### src/verilog/rlc_pkg.sv
`default_nettype none

package rlc_pkg;

  // ---------------------------------------------------------------
  // register bus geometry
  // ---------------------------------------------------------------
  localparam int          RLC_ADDR_W    = 4;
  localparam int          RLC_DATA_W    = 8;
  localparam logic [3:0]  RLC_OFS_CTRL  = 4'h0;   // control register
  localparam logic [3:0]  RLC_OFS_STAT  = 4'h1;   // read-only state
  localparam logic [7:0]  RLC_CTRL_RST  = 8'h00;  // all fields clear
  localparam logic [7:0]  RLC_RD_ZERO   = 8'h00;  // unmapped answer

  // ---------------------------------------------------------------
  // control register field positions
  // ---------------------------------------------------------------
  localparam int RLC_BIT_POWER  = 7;
  localparam int RLC_BIT_PIN_OE = 6;
  localparam int RLC_BIT_RANGE  = 5;
  localparam int RLC_BIT_SOURCE = 4;
  localparam int RLC_TAP_MSB    = 3;
  localparam int RLC_TAP_LSB    = 0;
  localparam int RLC_TAP_W      = 4;
  localparam int RLC_TAPS       = 16;

  // ---------------------------------------------------------------
  // status register field positions
  // ---------------------------------------------------------------
  localparam int RLC_ST_ACTIVE    = 0;
  localparam int RLC_ST_ROUTED    = 1;
  localparam int RLC_ST_DRIVEN    = 2;
  localparam int RLC_ST_OE_INPUT  = 3;
  localparam int RLC_ST_EXT_DRIVE = 4;
  localparam int RLC_ST_SLEEP_ON  = 5;
  localparam int RLC_ST_PIN_LEVEL = 6;

  // ---------------------------------------------------------------
  // ladder transfer constants
  // ---------------------------------------------------------------
  localparam logic [5:0] RLC_DEN_LOW   = 6'h18;  // 24ths of source
  localparam logic [5:0] RLC_DEN_HIGH  = 6'h20;  // 32nds of source
  localparam logic [4:0] RLC_HIGH_BASE = 5'h08;  // quarter of 32

endpackage

`default_nettype wire

### src/verilog/rlc_ladder_ctrl.sv
// Our own choices: the register offsets and strobed register access.
`timescale 1ns/1ns
`default_nettype none

// Summary of operation
// - bit 7 powers ladder on or off
// - bit 6 routes reference onto pin
// - routing overrides the pin direction bit
// - bit 5 picks low or high range
// - bit 4 picks reference pins or rails
// - bits 3..0 pick one of sixteen taps
// - low range: tap over 24 times source
// - high range: quarter plus tap over 32
// - reset clears all control fields
// - wake from sleep keeps register contents
module rlc_ladder_ctrl
  import rlc_pkg::*;
(
  input  wire logic                  sys_clk,
  input  wire logic                  rst_b,
  input  wire logic [RLC_ADDR_W-1:0] reg_addr,
  input  wire logic [RLC_DATA_W-1:0] reg_wdata,
  input  wire logic                  reg_wr,
  input  wire logic                  reg_rd,
  output logic      [RLC_DATA_W-1:0] reg_rdata,
  input  wire logic                  port_a_direction,
  input  wire logic                  port_a_latch,
  input  wire logic                  sleep_active,
  input  wire logic                  shared_analog_pin_in,
  output logic                       shared_analog_pin_out,
  output logic                       shared_analog_pin_oe_b,
  output logic                       shared_pin_digital_in,
  output logic                       ladder_power_enable,
  output logic                       ladder_pin_output_enable,
  output logic                       ladder_range_select,
  output logic                       ladder_source_select,
  output logic      [RLC_TAP_W-1:0]  ladder_tap_value,
  output logic      [RLC_TAPS-1:0]   ladder_switch_sel,
  output logic      [4:0]            level_numerator,
  output logic      [5:0]            level_denominator
);

  // ---------------------------------------------------------------
  // declarations
  // ---------------------------------------------------------------
  logic [RLC_DATA_W-1:0] ctrl_q;
  logic [RLC_DATA_W-1:0] ctrl_d;
  logic [RLC_DATA_W-1:0] stat_d;
  logic [RLC_DATA_W-1:0] rdata_q;
  logic                  ctrl_wr;
  logic                  pin_meta_q;
  logic                  pin_sync_q;
  logic                  pin_in_q;
  logic                  pin_oe_b_q;
  logic                  pin_out_q;
  logic [RLC_TAPS-1:0]   switch_d;
  logic [RLC_TAPS-1:0]   switch_q;
  logic [4:0]            numer_d;
  logic [4:0]            numer_q;
  logic [5:0]            denom_d;
  logic [5:0]            denom_q;

  // ---------------------------------------------------------------
  // control register
  // ---------------------------------------------------------------
  assign ctrl_wr = reg_wr && (reg_addr == RLC_OFS_CTRL);

  // next value: a write replaces the whole byte, nothing else moves it
  always_comb begin
    ctrl_d = ctrl_q;
    if (ctrl_wr) begin
      ctrl_d = reg_wdata;
    end
  end

  // sleep has no path here, so contents survive any wake
  always_ff @(posedge sys_clk) begin
    if (!rst_b) begin
      ctrl_q <= RLC_CTRL_RST;
    end else begin
      ctrl_q <= ctrl_d;
    end
  end

  // ---------------------------------------------------------------
  // static ladder controls
  // ---------------------------------------------------------------
  // fields leave straight from the flops, no extra pipeline stage
  assign ladder_power_enable      = ctrl_q[RLC_BIT_POWER];
  assign ladder_pin_output_enable = ctrl_q[RLC_BIT_PIN_OE];
  assign ladder_range_select      = ctrl_q[RLC_BIT_RANGE];
  assign ladder_source_select     = ctrl_q[RLC_BIT_SOURCE];
  assign ladder_tap_value = ctrl_q[RLC_TAP_MSB:RLC_TAP_LSB];

  // ---------------------------------------------------------------
  // tap decode
  // ---------------------------------------------------------------
  // decoded from the next value so switches move with the fields
  rlc_tap_decode #(
    .TAP_W       (RLC_TAP_W)
  ) u_decode (
    .tap         (ctrl_d[RLC_TAP_MSB:RLC_TAP_LSB]),
    .range_low   (ctrl_d[RLC_BIT_RANGE]),
    .powered     (ctrl_d[RLC_BIT_POWER]),
    .switch_sel  (switch_d),
    .numerator   (numer_d),
    .denominator (denom_d)
  );

  // decoded ladder selection held in flops
  always_ff @(posedge sys_clk) begin
    if (!rst_b) begin
      switch_q <= '0;
      numer_q  <= RLC_HIGH_BASE;
      denom_q  <= RLC_DEN_HIGH;
    end else begin
      switch_q <= switch_d;
      numer_q  <= numer_d;
      denom_q  <= denom_d;
    end
  end

  assign ladder_switch_sel = switch_q;
  assign level_numerator   = numer_q;
  assign level_denominator = denom_q;

  // ---------------------------------------------------------------
  // shared pin
  // ---------------------------------------------------------------
  // pad level is asynchronous, two flops before anything reads it
  always_ff @(posedge sys_clk) begin
    if (!rst_b) begin
      pin_meta_q <= 1'b0;
      pin_sync_q <= 1'b0;
    end else begin
      pin_meta_q <= shared_analog_pin_in;
      pin_sync_q <= pin_meta_q;
    end
  end

  // routing the reference forces the digital driver off, else the
  // driver would fight the ladder whatever the direction bit says
  always_ff @(posedge sys_clk) begin
    if (!rst_b) begin
      pin_oe_b_q <= 1'b1;
      pin_out_q  <= 1'b0;
    end else begin
      pin_oe_b_q <= ctrl_d[RLC_BIT_PIN_OE] | port_a_direction;
      pin_out_q  <= port_a_latch;
    end
  end

  // digital view of the pin reads low while the reference is on it
  always_ff @(posedge sys_clk) begin
    if (!rst_b) begin
      pin_in_q <= 1'b0;
    end else begin
      pin_in_q <= pin_sync_q & ~ctrl_d[RLC_BIT_PIN_OE];
    end
  end

  assign shared_analog_pin_oe_b = pin_oe_b_q;
  assign shared_analog_pin_out  = pin_out_q;
  assign shared_pin_digital_in  = pin_in_q;

  // ---------------------------------------------------------------
  // status and read path
  // ---------------------------------------------------------------
  // flags warn of wasted current; they never change behaviour
  always_comb begin
    stat_d = RLC_RD_ZERO;
    stat_d[RLC_ST_ACTIVE]    = ctrl_q[RLC_BIT_POWER];
    stat_d[RLC_ST_ROUTED]    = ctrl_q[RLC_BIT_PIN_OE];
    stat_d[RLC_ST_DRIVEN]    = ~pin_oe_b_q;
    stat_d[RLC_ST_OE_INPUT]  = ctrl_q[RLC_BIT_PIN_OE] & port_a_direction;
    stat_d[RLC_ST_EXT_DRIVE] = ctrl_q[RLC_BIT_SOURCE] & ~pin_oe_b_q;
    // power left on across sleep keeps the ladder drawing current
    stat_d[RLC_ST_SLEEP_ON]  = sleep_active & ctrl_q[RLC_BIT_POWER];
    stat_d[RLC_ST_PIN_LEVEL] = pin_in_q;
  end

  // data stands one cycle after the read strobe, zero otherwise
  always_ff @(posedge sys_clk) begin
    if (!rst_b) begin
      rdata_q <= RLC_RD_ZERO;
    end else if (reg_rd && reg_addr == RLC_OFS_CTRL) begin
      rdata_q <= ctrl_q;
    end else if (reg_rd && reg_addr == RLC_OFS_STAT) begin
      rdata_q <= stat_d;
    end else begin
      rdata_q <= RLC_RD_ZERO;
    end
  end

  assign reg_rdata = rdata_q;
endmodule

`default_nettype wire

### src/verilog/rlc_tap_decode.sv
`timescale 1ns/1ns
`default_nettype none

module rlc_tap_decode
  import rlc_pkg::*;
#(
  parameter int TAP_W = RLC_TAP_W
) (
  input  wire logic [TAP_W-1:0]      tap,
  input  wire logic                  range_low,
  input  wire logic                  powered,
  output logic      [(1<<TAP_W)-1:0] switch_sel,
  output logic      [4:0]            numerator,
  output logic      [5:0]            denominator
);

  // ---------------------------------------------------------------
  // one switch per ladder tap
  // ---------------------------------------------------------------
  // all switches open while powered down, so no path through ladder
  genvar gi;
  generate
    for (gi = 0; gi < (1 << TAP_W); gi++) begin : g_tap
      assign switch_sel[gi] = powered && (tap == TAP_W'(gi));
    end
  endgenerate

  // level = numerator / denominator of the ladder source
  always_comb begin
    if (range_low) begin
      numerator   = 5'(tap);
      denominator = RLC_DEN_LOW;
    end else begin
      numerator   = 5'(tap) + RLC_HIGH_BASE;
      denominator = RLC_DEN_HIGH;
    end
  end

endmodule

`default_nettype wire
### config.mk
export PLATFORM = sky130hd
export DESIGN_NAME = rlc_ladder_ctrl
export DESIGN_NICKNAME = d
export VERILOG_FILES = /design/src/verilog/rlc_pkg.sv /design/src/verilog/rlc_ladder_ctrl.sv /design/src/verilog/rlc_tap_decode.sv
export SDC_FILE = /design/constraint.sdc
export NUM_CORES = 1
export LEC_CHECK = 0
export BUFFER_PORTS_ARGS = -buffer_cell sky130_fd_sc_hd__buf_2
export CORE_MARGIN = 3
export CORE_UTILIZATION = 45
export DETAILED_ROUTE_END_ITERATION = 10
export PLACE_DENSITY = 0.75
export RECOVER_POWER = 50
export SETUP_SLACK_MARGIN = 0.02
export SLEW_MARGIN = 20
export SYNTH_ARGS = -nofsm -noshare
export SYNTH_HDL_FRONTEND = slang
export SYNTH_HIERARCHICAL = 1
export SYNTH_SLANG_ARGS = --single-unit
### constraint.sdc
create_clock -name sys_clk -period 2.8 [get_ports sys_clk]
set_clock_uncertainty 0.15 [all_clocks]
set_input_delay 0.56 -clock sys_clk [delete_from_list [all_inputs] [get_ports sys_clk]]
set_output_delay 0.56 -clock sys_clk [all_outputs]
set_load 0.02 [all_outputs]
==> After elaboration in Yosys (flattened, before gate mapping) <==
Cells that the tools add are included.
{ "word_totals": {"ff_bits": 48, "out_inout_bits": 46} }
{ "classes": {"addsub": 1, "mux": 5, "n_reduce_logical": 22, "n_bitwise": 8, "eq_ne": 16} }
{ "ops": {"columns": ["op", "n"], "rows": [
  ["$eq A4 B4 Y1 const B", 8],
  ["$logic_and A1 B1 Y1", 19],
  ["$eq A4 B3 Y1 const B", 4],
  ["$mux W8", 2],
  ["$eq A4 B1 Y1 const B", 2],
  ["$eq A4 B2 Y1 const B", 2],
  ["$logic_not A4 Y1", 2],
  ["$mux W7", 1],
  ["$mux W6", 1],
  ["$add A4 B4 Y5 const B", 1],
  ["$and A1 B1 Y1", 4],
  ["$mux W4", 1],
  ["$not A1 Y1", 3],
  ["$reduce_or A2 Y1", 1],
  ["$or A1 B1 Y1", 1]
]} }

==> Logic depth before layout (Yosys ltp) <==
{ "depth": {"ltp_word": 5, "depth_mapped": 7} }

==> By module <==
Netlist, hierarchy kept.
{ "by_module_without_submodules": {"columns": ["mod", "n_inst", "area_each_um2", "cells_each"], "rows": [
  ["rlc_ladder_ctrl", 1, 1595.3, 144],
  ["rlc_tap_decode", 1, 197.7, 34]
]} }

==> Worst setup path after synthesis <==
Ideal clock, no wire load.
{ "synth_path": {"path_kind": "input to register", "from": "input reg_addr[3]", "to": "register switch_q[0], in the netlist ladder_switch_sel[0]", "setup_ps": 59, "slack_ps": 567, "t_required_ps": 2591, "arrival_time_ps": 2023, "path_stages": 7, "cell_sequence": "nor3_2 and3b_1 buf_6 mux2_2 or3b_4 nor3_2 and2_1"} }
{ "synth_via": {"elab_chain_len": 5} }
{ "synth_rtl": {"columns": ["item", "line", "rtl"], "rows": [
  ["from (decl)", "rlc_ladder_ctrl.sv:21", "input wire logic [RLC_ADDR_W-1:0] reg_addr,"],
  ["$logic_not A4 Y1", "rlc_ladder_ctrl.sv:66", "assign ctrl_wr = reg_wr && (reg_addr == RLC_OFS_CTRL);"],
  ["$logic_and A1 B1 Y1", "rlc_ladder_ctrl.sv:66", null],
  ["$mux W8", "rlc_ladder_ctrl.sv:71", "if (ctrl_wr) begin"],
  ["via ctrl_d[1]", "rlc_ladder_ctrl.sv:47", "logic [RLC_DATA_W-1:0] ctrl_d;"],
  ["$logic_not A4 Y1", "rlc_tap_decode.sv:24", "assign switch_sel[gi] = powered && (tap == TAP_W'(gi));"],
  ["$logic_and A1 B1 Y1", "rlc_tap_decode.sv:24", null],
  ["via switch_d[0]", "rlc_ladder_ctrl.sv:56", "logic [RLC_TAPS-1:0] switch_d;"],
  ["to (signal assigned)", "rlc_ladder_ctrl.sv:117", "switch_q <= switch_d;"],
  ["to (decl)", "rlc_ladder_ctrl.sv:57", "logic [RLC_TAPS-1:0] switch_q;"]
]} }
The timed path passes the listed nets, and every way through them passes these cells.
A chain may end at the register's enable or synchronous reset.

==> results.py <==
metrics = {
    "power_and_ir_drop": {
        "switching_power_mw": 0.258,
        "p_int_mw": 0.920,
        "switching_share": 0.219,
        "vdd_drop_max_mv": 0.387,
        "power_density_nw_per_um2": 552,
        "power_frac_comb": 0.059,
        "power_frac_seq": 0.590,
        "p_clk_frac": 0.351,
        "p_leak_nw": 0.875,
    },
    "critical_path": {
        "critPathMaxStageDelay_ns": 0.71,
        "cp_cell_sequence": "clkbuf_1, clkbuf_1, nor3b_1, mux2i_1",
        "critPathMaxFanout": 28,
        "cpMostUsedCell": "clkbuf_1",
        "crit_buf_inv": 2,
        "startpoint_type": "primary input",
        "arrival_ns": 2.29,
        "required_ns": 2.83,
        "worst-setup-path-type": "in -> reg",
        "crit_path_end_kind": "register",
        "cpMaxStageDelayCell": "clkbuf_1",
        "cp_top_family": "buffers and inverters",
    },
    "global_route": {
        "grt_pass1_wl_mm": 5.97,
        "overflow": 0,
        "grt_max_degree": 29,
        "antenna_found_initial": 0,
        "grtUsageTotal": 0.158,
        "grt_pass1_vias": 1311,
    },
    "synth": {
        "synth_area_um2": 1790,
        "ys_seq_elements": 48,
        "synth_area_leaders": "dfxtp_1 (54%), and2_1 (9.8%), mux2i_1 (7.8%)",
        "synth_top_area_cell": "dfxtp_1",
        "synth_edf_count": 0,
        "ys.warnings.count": 6,
        "async_flop_share": 0,
        "yosysUniqueCellTypes": 23,
        "syn_area_per_cell_um2": 10.1,
        "synth_top_area_share": 0.536,
        "ys_top_cells_by_count": "dfxtp_1 (48), and2_1 (28), nand2_1 (19), nor2_1 (17), mux2i_1 (14)",
        "synth-main-ff-cell": "dfxtp_1",
        "synth.most_common_cell": "dfxtp_1",
        "syn_inst": 178,
        "yosysSeqAreaShare": 0.536,
    },
    "min_path": {
        "worstHoldPathType": "reg -> reg",
    },
    "cells_and_area": {
        "post_layout_nonfiller_instances": 288,
        "multi_input_area_um2": 717,
        "drive_above_1_share": 0.192,
        "fin_nets": 260,
        "regArea_um2": 961,
        "fill_cells": 373,
        "final_util": 0.570,
        "syn2layout_area_growth_pct": 19.1,
        "n_antenna_cell": 0,
    },
    "route": {
        "vias": 1334,
        "wirelength_mm": 3.60,
        "via_per_inst": 4.63,
        "avgRoutedWirePerCell_um": 12.5,
        "firstDrtPassIters": 4,
        "drc": 0,
        "drt-initial-drc-count": 58,
        "ant_nets": 0,
    },
    "sta": {
        "tns_ns": 0,
        "max_freq_mhz": 443,
        "period_share": 0.806,
        "slew-limit-headroom": 0.419,
        "rsz0062_at_grt": "false",
        "final-setup-viol-count": 0,
        "drv_slew": 0,
        "fin_crit_ns": 2.26,
        "hold_violations": 0,
        "worstMarginPinSlew_ns": 0.872,
    },
    "cts": {
        "path_clk_slew_ns": 0.08,
        "clock_latency_ns": 0.29,
        "cts_buffer_depth": 2,
        "cts.sinks": 48,
        "clockRootBuffer": "clkbuf_8",
        "cts-buffers-inserted": 5,
        "cts_resized": 0,
        "tritoncts": "done",
        "postCtsHoldBufs": 0,
        "postCtsSetupRepairBufs": 0,
        "htree_num_levels": 2,
    },
    "floorplan": {
        "die_area_um2": 4780,
        "io_pins": 66,
        "die_y_um": 69.1,
        "initial_core_util": 0.479,
        "rows": 22,
        "coreArea_um2": 3740,
        "die_w_um": 69.1,
    },
    "placed_design": {
        "dp_hpwl_mm": 2.63,
        "gp_congestion": 0.751,
        "port_buffers": 65,
        "placedCellCount": 280,
    },
    "outcome": {
        "status": "finished clean",
    },
    "run": {
        "maxCapViolations": 0,
    },
}
[per-stage QoR]
| step | setup WS, ns | cell area, um^2 | total power [mW] | hold WS (ns) |
|---|---|---|---|---|
| floorplan | 0.567 | 1800 | 0.759 | 0.262 |
| global placement | 0.278 | 2090 | 0.782 | 0.265 |
| detailed placement | 0.239 | 2090 | 0.783 | 0.270 |
| CTS | 0.553 | 2180 | 1.19 | 0.290 |
| global route | 0.367 | 2130 | 1.23 | 0.304 |
| finish | 0.542 | 2130 | 1.18 | 0.286 |
[sequential cells by signal, indices dropped and copies added, names as in the netlist]
signal                  count
pin_sync_q                  1
ctrl_q                      8
shared_analog_pin_out       1
reg_rdata                   8
level_numerator             5
pin_meta_q                  1
shared_analog_pin_oe_b      1
ladder_switch_sel          16
shared_pin_digital_in       1
level_denominator           6
[cell usage in the layout, fill, tap and decap left out, types with 3 or more instances in the layout]
cell      instances
nor2_1           17
nand2b_1          6
mux2_2            6
and2_1           27
mux2i_1          14
nand3b_1          4
nor3b_1           3
buf_2            29
clkbuf_8          6
dfxtp_1          48
conb_1            3
nand2_1          19
clkbuf_1         39
nand3_1           4
nor3_1            3
[layout make-up]
cell class	instances	area share
clock buffer	8	0.0422
inverter	2	0.00352
multi-input combinational	114	0.336
sequential	48	0.450
tap	48	0.0281
timing repair buffer	68	0.140
[cells by family (layout without fill, tap and decap cells)]
group | Yosys count | in the layout | synth area share
simple gates | 88 | 88 | 0.265
flops | 48 | 48 | 0.536
mux | 20 | 20 | 0.116
buf+inv | 18 | 78 | 0.0684
compound gates | 2 | 2 | 0.00558
fa+ha+maj | 1 | 1 | 0.00698
other cells | 1 | 3 | 0.00209
[power by group through the flow]
stage	logic (mW)	clock network [mW]	registers, mW
6_report	0.0695	0.414	0.695
5_1_grt	0.0773	0.455	0.696
4_1_cts	0.0724	0.427	0.695
3_5_place_dp	0.0721	0	0.711
3_3_place_gp	0.0714	0	0.711
2_1_floorplan	0.0385	0	0.721
[worst paths after layout]
| check | from | to | slack (ns) | depth (start not counted) |
|---|---|---|---|---|
| min reg2reg | pin_meta_q$_SDFF_PN0_ | pin_sync_q$_SDFF_PN0_ | 0.29 | 1 |
| max | rst_b | shared_analog_pin_oe_b$_SDFF_PN1_ | 0.54 | 4 |
| max reg2reg | ctrl_q[1]$_SDFF_PN0_ | ladder_switch_sel[12]$_SDFF_PN0_ | 1.28 | 4 |
| min | pin_meta_q$_SDFF_PN0_ | pin_sync_q$_SDFF_PN0_ | 0.29 | 1 |
[routing by layer]
layer,global-route usage,part of all wire,up-vias
li1,-,-,676
met1,0.188,0.45,612
met2,0.257,0.47,39
met3,0.0481,0.060,7
met4,0.0781,0.020,0
met5,0,0,-
No activity file was read; power rests on OpenSTA's default activity.
